==> src/pkg/shear_status_regs.svh <==
// register offsets, field positions, reset values and flag indices
`ifndef SHEAR_STATUS_REGS_SVH
`define SHEAR_STATUS_REGS_SVH
// apb byte offsets
`define OFS_STATUS 12'h000
`define OFS_ROUTE_LO 12'h004
`define OFS_ROUTE_HI 12'h008
`define OFS_HOME_LO 12'h00C
`define OFS_HOME_HI 12'h010
`define OFS_ALARM_POS 12'h014
`define OFS_REV_LIMIT 12'h018
`define OFS_ZERO_FREQ 12'h01C
`define OFS_PULSE_DIV 12'h020
`define OFS_MISS_LIMIT 12'h024
`define OFS_CTRL 12'h028
`define OFS_MAX_CORR 12'h02C
// control register fields
`define CTRL_WIN_EN 0
`define CTRL_GAP_EN 1
// reset values
`define RST_ROUTE 32'h0000_0000
`define RST_WORD 32'h0000_0000
`define RST_PULSE_DIV 32'h0000_0001
`define RST_MISS_LIMIT 32'h0000_0003
`define RST_CTRL 32'h0000_0001
// status flag indices
`define F_READY 0
`define F_CUT_PERMIT 1
`define F_PARKED 2
`define F_ALARM 3
`define F_LEN_PULSE 4
`define F_GAP_DONE 5
`define F_LINE_REV 6
`define F_FAULT 7
`define F_LINE_MOV 8
`define F_SIM_MOV 9
`define F_MISS_MARK 10
`define F_MARK_WIN 11
`define F_SYNTH_MARK 12
`define F_CORR_LIM 13
`define F_TEACH_DONE 14
`define F_UNUSED 15
// route field width and count of flag slots
`define ROUTE_W 4
`define N_FLAGS 16
`define N_LINES 8
`endif

==> src/pkg/shear_status_pkg.sv <==
// types shared by the status output logic
`default_nettype none
package shear_status_pkg;
	// gap sequence states, one-hot
	typedef enum logic [1:0] {
		GAP_IDLE = 2'b01,
		GAP_WAIT_CUT = 2'b10
	} gap_state_t;
	typedef logic [31:0] word_t;
endpackage
`default_nettype wire

==> src/verilog/shear_status_output_logic.sv <==
// status flags, length pulses, output routing and apb registers
// Operation
// - each flag routed to one of eight lines
// - line high while its routed flag active
// - all flags readable over the bus
// - ready only after init and passing selftest
// - cut permit raised when synchronous at position
// - cut permit held until cut done arrives
// - parked while carriage inside home zone
// - alarm when moving forward reaches alarm position
// - length pulses scaled from line travel
// - length pulse output has equal high, low
// - gap done, then wait cut done, return
// - line reverse set beyond reverse limit
// - line reverse cleared forward or fault clear
// - fault flag raised and reported on error
// - sim moving while virtual axis above standstill
// - missing mark after N sheets without mark
// - mark window flag, high when window disabled
// - synthetic mark flag while virtual mark pending
// - correction limit when correction reaches maximum
// - teach done once setpoint captured
// - several flags on one line are ORed
// - fault clear resets all error states
`include "shear_status_regs.svh"
`default_nettype none
module shear_status_output_logic #(
	parameter int POS_W = 32, // carriage and travel counter width
	parameter int FREQ_W = 16 // frequency and correction width
) (
	input wire logic clk,
	input wire logic resetn,
	input wire logic psel,
	input wire logic penable,
	input wire logic pwrite,
	input wire logic [11:0] paddr,
	input wire shear_status_pkg::word_t pwdata,
	output logic [31:0] prdata,
	output logic pready,
	output logic pslverr,
	input wire logic init_done,
	input wire logic selftest_pass,
	input wire logic at_sync_pos,
	input wire logic [POS_W-1:0] carriage_pos,
	input wire logic carriage_fwd,
	input wire logic line_step,
	input wire logic line_fwd,
	input wire logic [FREQ_W-1:0] enc_freq,
	input wire logic [FREQ_W-1:0] virt_freq,
	input wire logic gap_finished,
	input wire logic error_event,
	input wire logic mark_window_open,
	input wire logic mark_seen,
	input wire logic sheet_end,
	input wire logic virt_mark_pending,
	input wire logic [FREQ_W-1:0] corr_value,
	input wire logic teach_active,
	input wire logic teach_captured,
	input wire logic cut_done_pin,
	input wire logic fault_clear_pin,
	output logic [`N_LINES-1:0] output_connector,
	output logic return_go,
	output logic error_report
);
	import shear_status_pkg::*;

	// configuration registers
	logic [2*32-1:0] route_q; // 4 bits per flag, 0 = no line
	logic [POS_W-1:0] home_lo_q, home_hi_q, alarm_pos_q, rev_limit_q;
	logic [POS_W-1:0] pulse_div_q;
	logic [FREQ_W-1:0] zero_freq_q, max_corr_q;
	logic [7:0] miss_limit_q;
	logic win_en_q, gap_en_q;
	// flag flops
	logic ready_q, cut_permit_q, parked_q, alarm_q, len_pulse_q;
	logic line_rev_q, fault_q, line_mov_q, sim_mov_q, miss_mark_q;
	logic mark_win_q, synth_mark_q, corr_lim_q, teach_done_q;
	logic [`N_FLAGS-1:0] flags; // view of all flag flops
	gap_state_t gap_q;
	logic return_go_q;
	logic [POS_W-1:0] len_cnt_q, rev_dist_q;
	logic [7:0] miss_cnt_q;
	logic mark_in_sheet_q; // a valid mark seen in this sheet
	logic [`N_LINES-1:0] out_q;
	logic [31:0] prdata_q;
	logic pready_q, pslverr_q;

	// pin synchronisers: three stages, level accepted when 2 and 3 agree
	logic [1:0] pin_raw, s1_q, s2_q, s3_q, lvl_q, rise;
	assign pin_raw = {fault_clear_pin, cut_done_pin};
	genvar gp;
	generate
		for (gp = 0; gp < 2; gp++) begin : g_pin
			// stage one is read by stage two only
			always_ff @(posedge clk or negedge resetn) begin
				if (!resetn) begin
					s1_q[gp] <= 1'b0;
					s2_q[gp] <= 1'b0;
					s3_q[gp] <= 1'b0;
					lvl_q[gp] <= 1'b0;
				end else begin
					s1_q[gp] <= pin_raw[gp];
					s2_q[gp] <= s1_q[gp];
					s3_q[gp] <= s2_q[gp];
					if (s2_q[gp] == s3_q[gp]) begin
						lvl_q[gp] <= s3_q[gp];
					end
				end
			end
			assign rise[gp] = s2_q[gp] & s3_q[gp] & ~lvl_q[gp];
		end
	endgenerate
	logic cut_done, fault_clear;
	assign cut_done = rise[0];
	assign fault_clear = rise[1];

	// apb slave: no wait states, answer in the first access cycle
	logic acc, wr;
	assign acc = psel & penable & pready_q;
	assign wr = acc & pwrite & ~pslverr_q;
	always_ff @(posedge clk or negedge resetn) begin
		if (!resetn) begin
			pready_q <= 1'b0;
			pslverr_q <= 1'b0;
			prdata_q <= `RST_WORD;
		end else begin
			pready_q <= psel & ~penable;
			if (psel & ~penable) begin
				pslverr_q <= 1'b0;
				// address decode, unmapped reads zero with error
				if (paddr == `OFS_STATUS) begin
					prdata_q <= {16'h0000, flags};
				end else if (paddr == `OFS_ROUTE_LO) begin
					prdata_q <= route_q[31:0];
				end else if (paddr == `OFS_ROUTE_HI) begin
					prdata_q <= route_q[63:32];
				end else if (paddr == `OFS_HOME_LO) begin
					prdata_q <= 32'(home_lo_q);
				end else if (paddr == `OFS_HOME_HI) begin
					prdata_q <= 32'(home_hi_q);
				end else if (paddr == `OFS_ALARM_POS) begin
					prdata_q <= 32'(alarm_pos_q);
				end else if (paddr == `OFS_REV_LIMIT) begin
					prdata_q <= 32'(rev_limit_q);
				end else if (paddr == `OFS_ZERO_FREQ) begin
					prdata_q <= 32'(zero_freq_q);
				end else if (paddr == `OFS_PULSE_DIV) begin
					prdata_q <= 32'(pulse_div_q);
				end else if (paddr == `OFS_MISS_LIMIT) begin
					prdata_q <= {24'h000000, miss_limit_q};
				end else if (paddr == `OFS_CTRL) begin
					prdata_q <= {30'h0000_0000, gap_en_q, win_en_q};
				end else if (paddr == `OFS_MAX_CORR) begin
					prdata_q <= 32'(max_corr_q);
				end else begin
					prdata_q <= `RST_WORD;
					pslverr_q <= 1'b1;
				end
			end else if (!psel) begin
				pslverr_q <= 1'b0;
			end
		end
	end

	// configuration writes take effect at the access edge
	always_ff @(posedge clk or negedge resetn) begin
		if (!resetn) begin
			route_q <= {`RST_ROUTE, `RST_ROUTE};
			home_lo_q <= '0;
			home_hi_q <= '0;
			alarm_pos_q <= '1;
			rev_limit_q <= '0;
			zero_freq_q <= '0;
			pulse_div_q <= POS_W'(`RST_PULSE_DIV);
			miss_limit_q <= 8'(`RST_MISS_LIMIT);
			win_en_q <= 1'(`RST_CTRL >> `CTRL_WIN_EN);
			gap_en_q <= 1'(`RST_CTRL >> `CTRL_GAP_EN);
			max_corr_q <= '1;
		end else if (wr) begin
			if (paddr == `OFS_ROUTE_LO) begin
				route_q[31:0] <= pwdata;
			end else if (paddr == `OFS_ROUTE_HI) begin
				route_q[63:32] <= pwdata;
			end else if (paddr == `OFS_HOME_LO) begin
				home_lo_q <= POS_W'(pwdata);
			end else if (paddr == `OFS_HOME_HI) begin
				home_hi_q <= POS_W'(pwdata);
			end else if (paddr == `OFS_ALARM_POS) begin
				alarm_pos_q <= POS_W'(pwdata);
			end else if (paddr == `OFS_REV_LIMIT) begin
				rev_limit_q <= POS_W'(pwdata);
			end else if (paddr == `OFS_ZERO_FREQ) begin
				zero_freq_q <= FREQ_W'(pwdata);
			end else if (paddr == `OFS_PULSE_DIV) begin
				pulse_div_q <= POS_W'(pwdata);
			end else if (paddr == `OFS_MISS_LIMIT) begin
				miss_limit_q <= pwdata[7:0];
			end else if (paddr == `OFS_CTRL) begin
				win_en_q <= pwdata[`CTRL_WIN_EN];
				gap_en_q <= pwdata[`CTRL_GAP_EN];
			end else if (paddr == `OFS_MAX_CORR) begin
				max_corr_q <= FREQ_W'(pwdata);
			end
		end
	end

	// level flags derived straight from present conditions
	always_ff @(posedge clk or negedge resetn) begin
		if (!resetn) begin
			ready_q <= 1'b0;
			parked_q <= 1'b0;
			line_mov_q <= 1'b0;
			sim_mov_q <= 1'b0;
			mark_win_q <= 1'b0;
			synth_mark_q <= 1'b0;
			corr_lim_q <= 1'b0;
		end else begin
			ready_q <= init_done & selftest_pass;
			parked_q <= (carriage_pos >= home_lo_q) &&
				(carriage_pos <= home_hi_q);
			line_mov_q <= enc_freq > zero_freq_q;
			sim_mov_q <= virt_freq > zero_freq_q;
			// disabled window lets every mark through
			mark_win_q <= ~win_en_q | mark_window_open;
			synth_mark_q <= virt_mark_pending;
			corr_lim_q <= corr_value >= max_corr_q;
		end
	end

	// cut permit: set wins over the cut done release
	always_ff @(posedge clk or negedge resetn) begin
		if (!resetn) begin
			cut_permit_q <= 1'b0;
		end else if (at_sync_pos) begin
			cut_permit_q <= 1'b1;
		end else if (cut_done) begin
			cut_permit_q <= 1'b0;
		end
	end

	// alarm and fault: error states dropped by fault clear, set wins
	always_ff @(posedge clk or negedge resetn) begin
		if (!resetn) begin
			alarm_q <= 1'b0;
			fault_q <= 1'b0;
		end else begin
			if (carriage_fwd && carriage_pos >= alarm_pos_q) begin
				alarm_q <= 1'b1;
			end else if (fault_clear) begin
				alarm_q <= 1'b0;
			end
			if (error_event) begin
				fault_q <= 1'b1;
			end else if (fault_clear) begin
				fault_q <= 1'b0;
			end
		end
	end

	// length pulses: output toggles every pulse_div forward steps,
	// so high and low each cover the same travel
	always_ff @(posedge clk or negedge resetn) begin
		if (!resetn) begin
			len_cnt_q <= '0;
			len_pulse_q <= 1'b0;
		end else if (line_step && line_fwd) begin
			if (len_cnt_q + POS_W'(1) >= pulse_div_q) begin
				len_cnt_q <= '0;
				len_pulse_q <= ~len_pulse_q;
			end else begin
				len_cnt_q <= len_cnt_q + POS_W'(1);
			end
		end
	end

	// a reverse count that reaches past the limit in this cycle
	logic rev_hit;
	assign rev_hit = line_step & ~line_fwd &
		(rev_dist_q >= rev_limit_q);

	// reverse travel: distance grows backward, shrinks forward
	always_ff @(posedge clk or negedge resetn) begin
		if (!resetn) begin
			rev_dist_q <= '0;
			line_rev_q <= 1'b0;
		end else if (fault_clear) begin
			// set wins: a reverse count past the limit keeps the flag
			// and its distance, so forward travel can still undo it
			if (rev_hit) begin
				line_rev_q <= 1'b1;
			end else begin
				rev_dist_q <= '0;
				line_rev_q <= 1'b0;
			end
		end else if (line_step) begin
			if (!line_fwd) begin
				if (rev_dist_q != '1) begin
					rev_dist_q <= rev_dist_q + POS_W'(1);
				end
				if (rev_dist_q >= rev_limit_q) begin
					line_rev_q <= 1'b1;
				end
			end else if (rev_dist_q != '0) begin
				rev_dist_q <= rev_dist_q - POS_W'(1);
				if (rev_dist_q == POS_W'(1)) begin
					line_rev_q <= 1'b0;
				end
			end
		end
	end

	// an empty sheet that brings the count to the limit
	logic miss_hit;
	assign miss_hit = sheet_end & ~mark_in_sheet_q &
		~(mark_seen & mark_win_q) & (miss_cnt_q + 8'h01 >= miss_limit_q);

	// missing mark: counts sheets closed without a valid mark
	always_ff @(posedge clk or negedge resetn) begin
		if (!resetn) begin
			miss_cnt_q <= '0;
			miss_mark_q <= 1'b0;
			mark_in_sheet_q <= 1'b0;
		end else if (fault_clear) begin
			miss_cnt_q <= '0;
			miss_mark_q <= miss_hit; // set wins
			mark_in_sheet_q <= 1'b0;
		end else if (sheet_end) begin
			mark_in_sheet_q <= 1'b0;
			if (mark_in_sheet_q || (mark_seen && mark_win_q)) begin
				miss_cnt_q <= '0;
				miss_mark_q <= 1'b0;
			end else begin
				if (miss_cnt_q != 8'hFF) begin
					miss_cnt_q <= miss_cnt_q + 8'h01;
				end
				if (miss_cnt_q + 8'h01 >= miss_limit_q) begin
					miss_mark_q <= 1'b1;
				end
			end
		end else if (mark_seen && mark_win_q) begin
			mark_in_sheet_q <= 1'b1;
		end
	end

	// teach done: captured set wins over a new teach starting
	always_ff @(posedge clk or negedge resetn) begin
		if (!resetn) begin
			teach_done_q <= 1'b0;
		end else if (teach_captured) begin
			teach_done_q <= 1'b1;
		end else if (teach_active) begin
			teach_done_q <= 1'b0;
		end
	end

	// gap sequence: flag up after the gap, return only on cut done
	always_ff @(posedge clk or negedge resetn) begin
		if (!resetn) begin
			gap_q <= GAP_IDLE;
			return_go_q <= 1'b0;
		end else begin
			return_go_q <= 1'b0;
			case (gap_q)
				GAP_IDLE: begin
					if (gap_en_q && gap_finished) begin
						gap_q <= GAP_WAIT_CUT;
					end
				end
				GAP_WAIT_CUT: begin
					if (cut_done) begin
						gap_q <= GAP_IDLE;
						return_go_q <= 1'b1;
					end
				end
				default: begin
					gap_q <= GAP_IDLE;
				end
			endcase
		end
	end

	// flag vector; the spare slot is held inactive
	assign flags = {1'b0, teach_done_q, corr_lim_q, synth_mark_q,
		mark_win_q, miss_mark_q, sim_mov_q, line_mov_q, fault_q,
		line_rev_q, gap_q == GAP_WAIT_CUT, len_pulse_q, alarm_q,
		parked_q, cut_permit_q, ready_q};

	// routing: each line is the OR of flags whose route names it
	genvar gl;
	generate
		for (gl = 0; gl < `N_LINES; gl++) begin : g_line
			logic hit;
			always_comb begin
				hit = 1'b0;
				for (int f = 0; f < `N_FLAGS - 1; f++) begin
					if (route_q[f*`ROUTE_W +: `ROUTE_W] ==
						`ROUTE_W'(gl + 1)) begin
						hit = hit | flags[f];
					end
				end
			end
			// registered so lines sit low through reset
			always_ff @(posedge clk or negedge resetn) begin
				if (!resetn) begin
					out_q[gl] <= 1'b0;
				end else begin
					out_q[gl] <= hit;
				end
			end
		end
	endgenerate

	assign output_connector = out_q;
	assign return_go = return_go_q;
	assign error_report = fault_q;
	assign prdata = prdata_q;
	assign pready = pready_q;
	assign pslverr = pslverr_q;
endmodule
`default_nettype wire
==> config.mk <==
export PLATFORM = sky130hd
export DESIGN_NAME = shear_status_output_logic
export DESIGN_NICKNAME = d
export VERILOG_FILES = /design/src/pkg/shear_status_pkg.sv /design/src/verilog/shear_status_output_logic.sv
export VERILOG_INCLUDE_DIRS = /design/src /design/src/pkg
export SDC_FILE = /design/constraint.sdc
export NUM_CORES = 1
export LEC_CHECK = 0
export BUFFER_PORTS_ARGS = -buffer_cell sky130_fd_sc_hd__buf_4
export CELL_PAD_IN_SITES_DETAIL_PLACEMENT = 1
export CELL_PAD_IN_SITES_GLOBAL_PLACEMENT = 1
export CORE_MARGIN = 2
export CORE_UTILIZATION = 47
export DETAILED_ROUTE_END_ITERATION = 10
export HOLD_SLACK_MARGIN = 0.03
export MAX_ROUTING_LAYER = met4
export PLACE_DENSITY = 0.8
export SETUP_SLACK_MARGIN = 0.3
export SLEW_MARGIN = 30
export SYNTH_ARGS = -nofsm -noshare
export SYNTH_HDL_FRONTEND = slang
export SYNTH_SLANG_ARGS = --single-unit
==> constraint.sdc <==
create_clock -name clk -period 4.6 [get_ports clk]
set_clock_uncertainty 0.15 [all_clocks]
set_input_delay 0.92 -clock clk [delete_from_list [all_inputs] [get_ports clk]]
set_output_delay 0.92 -clock clk [all_outputs]
set_load 0.03 [all_outputs]
==> impl_results.md, run 1 <==
- Status: finished clean
- Root Driver: clkbuf_16
- Vias in the first global route: 24149
- CTS Buf Count: 48
- Most frequent cells in the layout: o21ai_0, nand2_1, dfrtp_1
- Hold WC Path Type: in2async
- Unrepaired setup endpoints after global routing: no
- #FFs+latches synth: 406
- CP Launch Type: register
- Async S/R FF share, synth: 100%
- Die height: 235 µm
- CP delay by family, top: compound AO/OA/AOI/OAI gates
- Slew margin rel.: 27.7%
- Vias: 23206
- CP startpoint: len_cnt_q[1]
- Vias per std cell: 6.34
- Hold WS: 0.171 ns
- Htree depth: 2
- Setup violations, final: 0
- Initial antenna violation count: 2
- Worst IR drop on VDD: 307 µV
- Syn nets: 3172
- Drt wl/cell: 26.8 µm
- Worst Path Buf+Inv: 1
- Fin worst setup slack: 0.489 ns
- Clock Tree Buf Depth: 3
- GRT Overall Usage: 36.2%
- Part of the Yosys area used for sequential elements: 40.7%
- I/O Buffers: 188
- # IOs: 189
- Fin. Hold Viols: 0
- Worst R2R Path Depth: 15
- Crit Path Category: reg2reg
- Synthesis-to-finish area growth: 15.2%
- Clock Sinks: 406
- DIE WIDTH: 235 µm
- CP Depth: 15
- Synth area leader: dfrtp_1
- GP Congestion: 0.962
- Critical path's slowest cell: dfrtp_1
- Die area: 0.0553 mm²
- Clock Latency Late Sink: 0.60 ns
- CP Max Fanout: 32
- Row cnt: 84
- Grt ovf: 0
- Largest net degree at the start of global routing: 89
- Worst slack, placed: 0.250 ns
- Most used cell along the critical path: and3_1
- Starting density of the core: 47.7%
- Iter 0 DRT Violations: 1848
- DRT Pass-1 Iters: 6
- Slew Limit Fails: 0
- WP data arrival: 4.49 ns
- Pleak: 14.0 nW
- Count of cell types in the netlist: 80
- Worst Tran Pin Value: 1.08 ns
- Number of warnings issued by yosys: 0
- EDFF count, synth: 0
- Synth Area per Inst: 8.96 µm²
- Final Instance Area: 0.0289 mm²
- Core area: 0.0527 mm²
- Commonest non-fill, non-tap cell in the layout: o21ai_0
- Area contributors post-synth: dfrtp_1, ha_1, o21ai_0
- Detail Route Antenna Nets: 0
- Cells after synthesis: 2803
- Capturing element type of the critical path: register
- Layout cells sized above 1: 16.2%
- Top-area cell type share of the netlist area: 35.2%
- Power Density: 316 mW/mm²
- Final net count: 3301
- Total Wirelength: 98000 µm
- Final TNS setup: 0 ns
- Crit share post-route: 89.4%
- DP HPWL: 74200 µm
- Placed inst area: 0.0272 mm²
- Register Area: 0.0102 mm²
- Fillers: 6012
- Synthesized area: 0.0251 mm²
- Max incr delay on CP: 0.41 ns
- Reg clk slew, reported paths: 0.06 ns
- Drt drc: 0
- Critical-path cell list: ha_2 > and3_1 > nand4_1 > or2_4 > nor3_1 > xor2_1 > ha_1 > and3_1 > a221oi_1 > o21ai_0 > o2bb2ai_1 > a211o_1 > buf_6 > o21ai_1 > a22o_1
- Maximum clock rate: 243 MHz
- CP required: 4.98 ns
- Multi-input logic area: 0.0136 mm²
- CTS tree: built
- First-pass GRT wire length: 150000 µm
- Worst R2R Start: len_cnt_q[1]
- Minimum clock period: 4.11 ns
- Max-Cap Viols: 0
- Primary FF master, synth: dfrtp_1
cell families after synthesis:
kind of cell    after synthesis  synth area share (%)
mux                          90                  4.06
fa+ha+maj                   224                  11.2
compound gates              768                  18.7
simple gates                905                  18.3
flops                       406                  40.7
xor+xnor                     38                  1.33
buf+inv                     372                  5.70
power breakdown:
| group | internal (mW) | switching, mW | leakage, nW | total (mW) |
|---|---|---|---|---|
| Clock | 2.37 | 1.63 | 0.798 | 4.00 |
| Sequential | 3.71 | 0.285 | 4.62 | 4.00 |
| Combinational | 0.436 | 0.724 | 8.61 | 1.16 |
Yosys cell counts (10+ instances only):
master     number
nor3_1         52
o211ai_1       18
clkbuf_1      131
xor2_1         20
nor4_1         22
nand2_1       354
nand3b_1       33
nand3_1        75
mux2_2         75
or3_1          15
nand4_1        58
o21a_1         13
a221o_1        12
nor2b_1        25
a22o_1         22
a31oi_1        25
dfstp_2        53
and4_1         13
a22oi_1        51
inv_1         220
a21oi_1       103
a221oi_1       17
nand2b_1       31
o32ai_1        10
nor3b_1        34
o21ai_0       363
o22ai_1        27
a2111oi_0      12
buf_2          16
nor2_1        107
ha_1          224
a21o_1         25
dfrtp_1       353
xnor2_1        18
mux2i_1        13
a211oi_1       11
and3_1         32
metrics by stage:
| step | instances | power, mW | util [%] |
|---|---|---|---|
| detailed placement | 3569 | 5.19 | 51.7 |
| floorplan | 2803 | 4.63 | - |
| global placement | 3569 | 5.11 | 51.7 |
| CTS | 3660 | 9.19 | 54.8 |
| finish | 3662 | 9.15 | 54.9 |
| global route | 3661 | 9.49 | 54.9 |
sequential cells by signal, summed over array words and instances (netlist names), 16 cells and up:
register and flops:
prdata 32, len_cnt_q 32, rev_dist_q 32, max_corr_q 16, zero_freq_q 16, home_hi_q 32, rev_limit_q 32, route_q 64
pulse_div_q 32, home_lo_q 32, alarm_pos_q 32
worst paths after layout:
path,endpoint,slack (ns)
max in group asynchronous,max_corr_q[3],3.08
max reg2reg,len_cnt_q[2],0.49
min,home_lo_q[7],0.17
min reg2reg,s2_q[1],0.21
min in group clk,s2_q[1],0.21
max,len_cnt_q[2],0.49
layout make-up:
cell class	count	area share, %
sequential	406	35.3
clock inverter	19	0.856
tap	688	2.98
clock buffer	71	4.77
inverter	220	2.85
antenna	2	0.0173
timing repair buffer	231	6.35
multi-input combinational	2025	46.8
routing by layer:
metal	vias to the layer above	GRT usage, %	share of wire (%)
li1	10329	-	-
met1	11767	47.1	43
met2	884	56.6	46
met3	226	5.92	6.8
met4	0	14.0	4.3
met5	-	-	0
worst reg2reg max path, delay by kind of cell, from the launching register on:
kind | cells | cell delay [ns]
AO/OA/AOI/OAI | 6 | 1.32
flip-flops | 1 | 0.41
adder cells (fa/ha/maj) | 2 | 0.53
AND/OR/NAND/NOR | 5 | 1.22
XOR/XNOR | 1 | 0.22
buffers and inverters | 1 | 0.20
timing repair:
item                                   4_1_cts  5_1_grt
pin swaps                                    0        1
setup buffers                                1        0
setup endpoints to repair                   13       29
endpoints found under the hold margin        0        0
hold buffers                                 0        0
gates resized for setup                      1       10
Power figures use the tool's default switching activity.
==> run 2: changes to the inputs <==
--- a/config.mk
+++ b/config.mk
@@ -6,6 +6,7 @@
 export SDC_FILE = /design/constraint.sdc
 export NUM_CORES = 1
 export LEC_CHECK = 0
+export ABC_AREA = 0
 export BUFFER_PORTS_ARGS = -buffer_cell sky130_fd_sc_hd__buf_4
 export CELL_PAD_IN_SITES_DETAIL_PLACEMENT = 1
 export CELL_PAD_IN_SITES_GLOBAL_PLACEMENT = 1
@@ -15,6 +16,8 @@
 export HOLD_SLACK_MARGIN = 0.03
 export MAX_ROUTING_LAYER = met4
 export PLACE_DENSITY = 0.8
+export RECOVER_POWER = 50
+export REMOVE_ABC_BUFFERS = 1
 export SETUP_SLACK_MARGIN = 0.3
 export SLEW_MARGIN = 30
 export SYNTH_ARGS = -nofsm -noshare
==> run 2 against run 1 <==
The run now ends with capacitance limit, slew limit left. Cell count is 0.49% higher. Flip-flop and latch count stayed put. Global-route usage is 0.095 points lower. Largest power group is now the clock network.
==> impl_results.md, run 2 (same netlist as run 1, synthesis figures left out) <==
- Crit share post-route: 88.5% (was 89.4%)
- GRT Overall Usage: 36.1% (was 36.2%)
- Worst IR drop on VDD: 269 µV (was 307 µV)
- Detail Route Antenna Nets: 0 (unchanged)
- Layout cells sized above 1: 16.7% (was 16.2%)
- Max incr delay on CP: 0.41 ns (about the same)
- Worst R2R Start: len_cnt_q[1] (unchanged)
- Biggest register: route_q (unchanged)
- Slew Limit Fails: 138 (was 0)
- Iter 0 DRT Violations: 1964 (was 1848)
- Worst slack, placed: 0.323 ns (was 0.250 ns)
- Status: complete, but fails checks (was finished clean)
- CP delay by family, top: compound AO/OA/AOI/OAI gates (unchanged)
- Worst R2R Path Depth: 15 (unchanged)
- Vias in the first global route: 24206 (was 24149)
- WP data arrival: 4.43 ns (was 4.49 ns)
- Gate power share: 12.6% (was 12.7%)
- Sw Share: 28.9% (was 28.8%)
- Worst Path Buf+Inv: 1 (unchanged)
- Fin worst setup slack: 0.530 ns (was 0.489 ns)
- Pleak: 14.1 nW (was 14.0 nW)
- CTS tree: built (unchanged)
- Initial antenna violation count: 6 (was 2)
- Grt met1 use: 45.6% (was 47.1%)
- Max reg flops: 64 (unchanged)
- GR Util met3: 6.23% (was 5.92%)
- Final TNS setup: 0 ns (unchanged)
- Crit path to: len_cnt_q[2] (unchanged)
- R2r endpoint: len_cnt_q[2] (unchanged)
- GP Congestion: 0.971 (was 0.962)
- Unrepaired setup endpoints after global routing: no (unchanged)
- Reg2Reg Setup Slack: 0.53 ns (was 0.49 ns)
- Minimum clock period: 4.07 ns (was 4.11 ns)
- Grt ovf: 0 (unchanged)
- Violated checks: capacitance limit, slew limit
- Power Density: 317 mW/mm² (was 316 mW/mm²)
- CP Launch Type: register (unchanged)
- I/O Buffers: 188 (unchanged)
- Fin. Hold Viols: 0 (unchanged)
- Clock Sinks: 406 (unchanged)
- Final net count: 3317 (was 3301)
- Clock Power Share: 44.0% (was 43.7%)
- Vias per std cell: 6.29 (was 6.34)
- Maximum clock rate: 246 MHz (was 243 MHz)
- # IOs: 189 (unchanged)
- Clock Tree Buf Depth: 3 (unchanged)
- Worst Tran Pin Value: 2.95 ns (was 1.08 ns)
- Most frequent cells in the layout: o21ai_0, nand2_1, dfrtp_1 (unchanged)
- DP HPWL: 73500 µm (was 74200 µm)
- Total Wirelength: 97900 µm (was 98000 µm)
- Crit Path Category: reg2reg (unchanged)
- Drt drc: 0 (unchanged)
- Slew margin rel.: -96.6% (was 27.7%)
- Capturing element type of the critical path: register (unchanged)
- CP required: 4.96 ns (was 4.98 ns)
- Clock Latency Late Sink: 0.59 ns (was 0.60 ns)
- Drt wl/cell: 26.6 µm (was 26.8 µm)
- Met2 Track Usage GR: 57.5% (was 56.6%)
- CTS Buf Count: 48 (unchanged)
- Row cnt: 84 (unchanged)
- Hold WS: 0.197 ns (was 0.171 ns)
- Die height: 235 µm (unchanged)
- Synthesis-to-finish area growth: 15.5% (was 15.2%)
- Critical-path cell list: ha_2 > and3_1 > nand4_1 > or2_4 > nor3_2 > xor2_1 > ha_1 > and3_1 > a221oi_1 > o21ai_0 > o2bb2ai_1 > a211o_4 > buf_4 > o21ai_0 > a22o_1 (was ha_2 > and3_1 > nand4_1 > or2_4 > nor3_1 > xor2_1 > ha_1 > and3_1 > a221oi_1 > o21ai_0 > o2bb2ai_1 > a211o_1 > buf_6 > o21ai_1 > a22o_1)
- DIE WIDTH: 235 µm (unchanged)
- Psw: 2.65 mW (was 2.64 mW)
- Core area: 0.0527 mm² (unchanged)
- Internal: 6.54 mW (was 6.51 mW)
- Reg clk slew, reported paths: 0.06 ns (about the same)
- Largest net degree at the start of global routing: 106 (was 89)
- Hold WC Path Type: reg2reg (was in2async)
- Max-Cap Viols: 2 (was 0)
- Htree depth: 2 (unchanged)
- Setup violations, final: 0 (unchanged)
- CP Depth: 15 (unchanged)
- Starting density of the core: 47.7% (unchanged)
- Vias: 23159 (was 23206)
- First-pass GRT wire length: 149000 µm (was 150000 µm)
- GRT busiest layer: met2 (unchanged)
- CP Max Fanout: 13 (was 32)
- Root Driver: clkbuf_16 (unchanged)
- Reg power frac: 43.4% (was 43.7%)
- DRT Pass-1 Iters: 6 (unchanged)
- Critical path's slowest cell: dfrtp_1 (unchanged)
- CP startpoint: len_cnt_q[1] (unchanged)
- Die area: 0.0553 mm² (unchanged)
- Commonest non-fill, non-tap cell in the layout: o21ai_0 (unchanged)
-- run 2: cell count changes in the layout (fill, tap and decap cells not counted), moves of 4 or more --
cell	delta
buf_4	+8
clkbuf_4	+4
clkbuf_2	+5
clkinvlp_4	+5
diode_2	+4
-- run 2: worst min-delay path by stage --
stage	start	end	slack (ns)	depth (start not counted)
after floorplan	s1_q[0]	s2_q[0]	0.18	0
after global placement	s1_q[0]	s2_q[0]	0.19	0
after detailed placement	s1_q[0]	s2_q[0]	0.19	0
after CTS	s1_q[0]	s2_q[0]	0.20	0
after global routing	s1_q[0]	s2_q[0]	0.20	0
final	s1_q[0]	s2_q[0]	0.20	0
-- run 2: timing repair --
item                       4_1_cts  5_1_grt
pin swaps                        0        3
setup buffers                    0        4
gates resized for setup          1       10
hold buffers                     0        0
setup endpoints to repair        4       33
-- run 2: power by group through the flow --
stage                     combinational, mW  clock [mW]  sequential, mW
final                                  1.16        4.04            3.99
after detailed placement               1.14           0            4.04
after floorplan                       0.616           0            3.96
after global placement                 1.08           0            4.02
after global routing                   1.28        4.21            4.02
after CTS                              1.15        4.08            3.98
-- run 2: metal layers --
layer | wire length, µm | part of all wire (%)
met2 | 46100 | 47
met5 | 0 | 0
met1 | 40600 | 41
met3 | 6870 | 7.0
met4 | 4340 | 4.4
-- run 2: area by class of cell --
| class | count | area [µm²] |
|---|---|---|
| diodes | 6 | 15.0 |
| clock buffers | 64 | 1340 |
| clock inverters | 24 | 297 |
| fillers | 6041 | 23600 |
| inverters | 220 | 826 |
| multi-input cells | 2025 | 13600 |
| flip-flops and latches | 406 | 10200 |
| well taps | 688 | 861 |
| repair buffers | 247 | 1890 |
-- run 2: metrics by stage --
stage	power, mW	std cells	util (%)	instance area, µm²
floorplan	4.57	2651	-	24500
global placement	5.10	3582	51.9	27300
detailed placement	5.18	3582	51.9	27300
CTS	9.21	3670	55.0	29000
global route	9.51	3676	55.1	29000
finish	9.19	3680	55.1	29000
==> run 3: changes to the inputs <==
--- a/config.mk
+++ b/config.mk
@@ -10,6 +10,7 @@
 export BUFFER_PORTS_ARGS = -buffer_cell sky130_fd_sc_hd__buf_4
 export CELL_PAD_IN_SITES_DETAIL_PLACEMENT = 1
 export CELL_PAD_IN_SITES_GLOBAL_PLACEMENT = 1
+export CORE_ASPECT_RATIO = 1.75
 export CORE_MARGIN = 2
 export CORE_UTILIZATION = 47
 export DETAILED_ROUTE_END_ITERATION = 10
==> run 3 against run 2 <==
The run still ends with capacitance limit, slew limit left. Global-route usage grew 1.4 points. Sequential power is essentially flat. Non-clock buffer count rose by 1. Flip-flop and latch count stayed put. Sequential share of layout area grew 0.18 points. Setup slack better by 0.0054 ns. Fmax up 0.13%.
==> impl_results.md, run 3 (same netlist as run 1, synthesis figures left out) <==
- GP Congestion: 1.03 (was 0.971)
- Largest net degree at the start of global routing: 113 (was 106)
- Max reg flops: 64 (unchanged)
- Critical path's slowest cell: dfrtp_2 (was dfrtp_1)
- Crit share post-route: 88.4% (was 88.5%)
- GR Util met3: 4.83% (was 6.23%)
- DP HPWL: 76000 µm (was 73500 µm)
- Worst slack, placed: 0.404 ns (was 0.323 ns)
- Total Wirelength: 100000 µm (was 97900 µm)
- Most frequent cells in the layout: o21ai_0, nand2_1, dfrtp_1 (unchanged)
- # IOs: 189 (unchanged)
- Met2 Track Usage GR: 64.9% (was 57.5%)
- Core area: 0.0531 mm² (was 0.0527 mm²)
- CP required: 4.92 ns (was 4.96 ns)
- Crit Path Category: reg2reg (unchanged)
- Capturing element type of the critical path: register (unchanged)
- CTS Buf Count: 42 (was 48)
- Register Area: 0.0102 mm² (unchanged)
- Cells after DPL: 3580 (was 3582)
- Drt wl/cell: 27.3 µm (was 26.6 µm)
- Die height: 310 µm (was 235 µm)
- Commonest non-fill, non-tap cell in the layout: o21ai_0 (unchanged)
- Design Power: 9.06 mW (was 9.19 mW)
- Power Density: 314 mW/mm² (was 317 mW/mm²)
- CP Launch Type: register (unchanged)
- CP delay by family, top: simple AND/OR/NAND/NOR gates (was compound AO/OA/AOI/OAI gates)
- First-pass GRT wire length: 150000 µm (was 149000 µm)
- Synthesis-to-finish area growth: 15.0% (was 15.5%)
- Reg clk slew, reported paths: 0.06 ns (about the same)
- GRT busiest layer: met2 (unchanged)
- Critical-path cell list: ha_1 > and3_1 > nand4_1 > or2_2 > nor3_1 > xor2_1 > ha_1 > and3_1 > a221oi_1 > o21ai_0 > o2bb2ai_1 > a211o_1 > buf_4 > nand2b_1 > o21ai_0 (was ha_2 > and3_1 > nand4_1 > or2_4 > nor3_2 > xor2_1 > ha_1 > and3_1 > a221oi_1 > o21ai_0 > o2bb2ai_1 > a211o_4 > buf_4 > o21ai_0 > a22o_1)
- GRT Overall Usage: 37.4% (was 36.1%)
- Non-Filler Instances: 3662 (was 3680)
- Clock Sinks: 406 (unchanged)
- Drt drc: 0 (unchanged)
- Worst R2R Path Depth: 15 (unchanged)
- Iter 0 DRT Violations: 1633 (was 1964)
- DRT Pass-1 Iters: 5 (was 6)
- Grt ovf: 0 (unchanged)
- Root Driver: clkbuf_16 (unchanged)
- Worst Tran Pin Value: 2.90 ns (was 2.95 ns)
- R2r endpoint: len_cnt_q[15] (was len_cnt_q[2])
- Max-Cap Viols: 5 (was 2)
- Placed inst area: 0.0274 mm² (was 0.0273 mm²)
- Max incr delay on CP: 0.41 ns (about the same)
- I/O Buffers: 188 (unchanged)
- Vias per std cell: 6.35 (was 6.29)
- Worst R2R Start: len_cnt_q[0] (was len_cnt_q[1])
- WP data arrival: 4.38 ns (was 4.43 ns)
- Minimum clock period: 4.06 ns (was 4.07 ns)
- DIE WIDTH: 179 µm (was 235 µm)
- Worst Path Buf+Inv: 1 (unchanged)
- Detail Route Antenna Nets: 0 (unchanged)
- Slew margin rel.: -93.3% (was -96.6%)
- Util after Layout: 54.4% (was 55.1%)
- Final TNS setup: 0 ns (unchanged)
- Final net count: 3312 (was 3317)
- Vias in the first global route: 25042 (was 24206)
- Worst IR drop on VDD: 269 µV (about the same)
- Layout cells sized above 1: 15.9% (was 16.7%)
- Fillers: 6182 (was 6041)
- Clock Latency Late Sink: 0.57 ns (was 0.59 ns)
- Biggest register: route_q (unchanged)
- Die area: 0.0554 mm² (was 0.0553 mm²)
- Hold WS: 0.154 ns (was 0.197 ns)
- Htree depth: 2 (unchanged)
- Final Instance Area: 0.0289 mm² (was 0.0290 mm²)
- Hold WC Path Type: in2async (was reg2reg)
- Starting density of the core: 47.3% (was 47.7%)
- Unrepaired setup endpoints after global routing: no (unchanged)
- Fin worst setup slack: 0.536 ns (was 0.530 ns)
- Status: complete, but fails checks (unchanged)
- CTS tree: built (unchanged)
- Clock Tree Buf Depth: 3 (unchanged)
- Vias: 23261 (was 23159)
- Grt met1 use: 38.9% (was 45.6%)
- Row cnt: 112 (was 84)
- Setup violations, final: 0 (unchanged)
- Multi-input logic area: 0.0135 mm² (was 0.0136 mm²)
- Slew Limit Fails: 220 (was 138)
- Pleak: 14.0 nW (was 14.1 nW)
- Violated checks: capacitance limit, slew limit (unchanged)
- Initial antenna violation count: 3 (was 6)
- Maximum clock rate: 246 MHz (about the same)
- CP Max Fanout: 20 (was 13)
- Reg2Reg Setup Slack: 0.54 ns (was 0.53 ns)
- CTS Hold Bufs: 0 (unchanged)
- Fin. Hold Viols: 0 (unchanged)
## run 3: changes by cell type in the layout (fill, tap and decap cells not counted), moves of 3 or more
cell        delta
nor2_1         +4
buf_4          -3
nor2_2         -4
clkbuf_1       +7
diode_2        -4
clkbuf_2       -5
clkbuf_16      -4
clkinvlp_4     -4
## run 3: cell type report
cell class                 instances  area share [%]
multi-input combinational       2025            46.8
sequential                       406            35.4
timing repair buffer             248            6.60
clock buffer                      60            4.30
tap                              684            2.96
inverter                         220            2.86
clock inverter                    17            1.01
antenna                            2          0.0173
## run 3: worst max path at each step
stage	depth (start not counted)	slack, ns	end	from
2_1_floorplan	5	-0.06	route_q[32]	paddr[1]
3_3_place_gp	16	0.61	len_cnt_q[5]	len_cnt_q[0]
3_5_place_dp	15	0.40	len_cnt_q[20]	len_cnt_q[0]
4_1_cts	15	0.38	len_cnt_q[2]	len_cnt_q[0]
5_1_grt	2	0.26	zero_freq_q[3]	resetn
6_report	15	0.54	len_cnt_q[15]	len_cnt_q[0]
## run 3: layer usage
metal	share of wire, %	up-vias
li1	-	10345
met1	36	11735
met2	51	823
met3	4.8	358
met4	8.6	0
met5	0	-
## run 3: where the power goes
part	total (mW)	switching, mW	leakage (nW)	internal (mW)
combinational	1.19	0.742	8.64	0.448
sequential	3.99	0.284	4.62	3.71
clock	3.88	1.55	0.749	2.33
## run 3: timing repair
item                       in CTS  in global routing
setup endpoints to repair       0                 33
gates resized for setup         0                  2
buffers inserted                0                  2
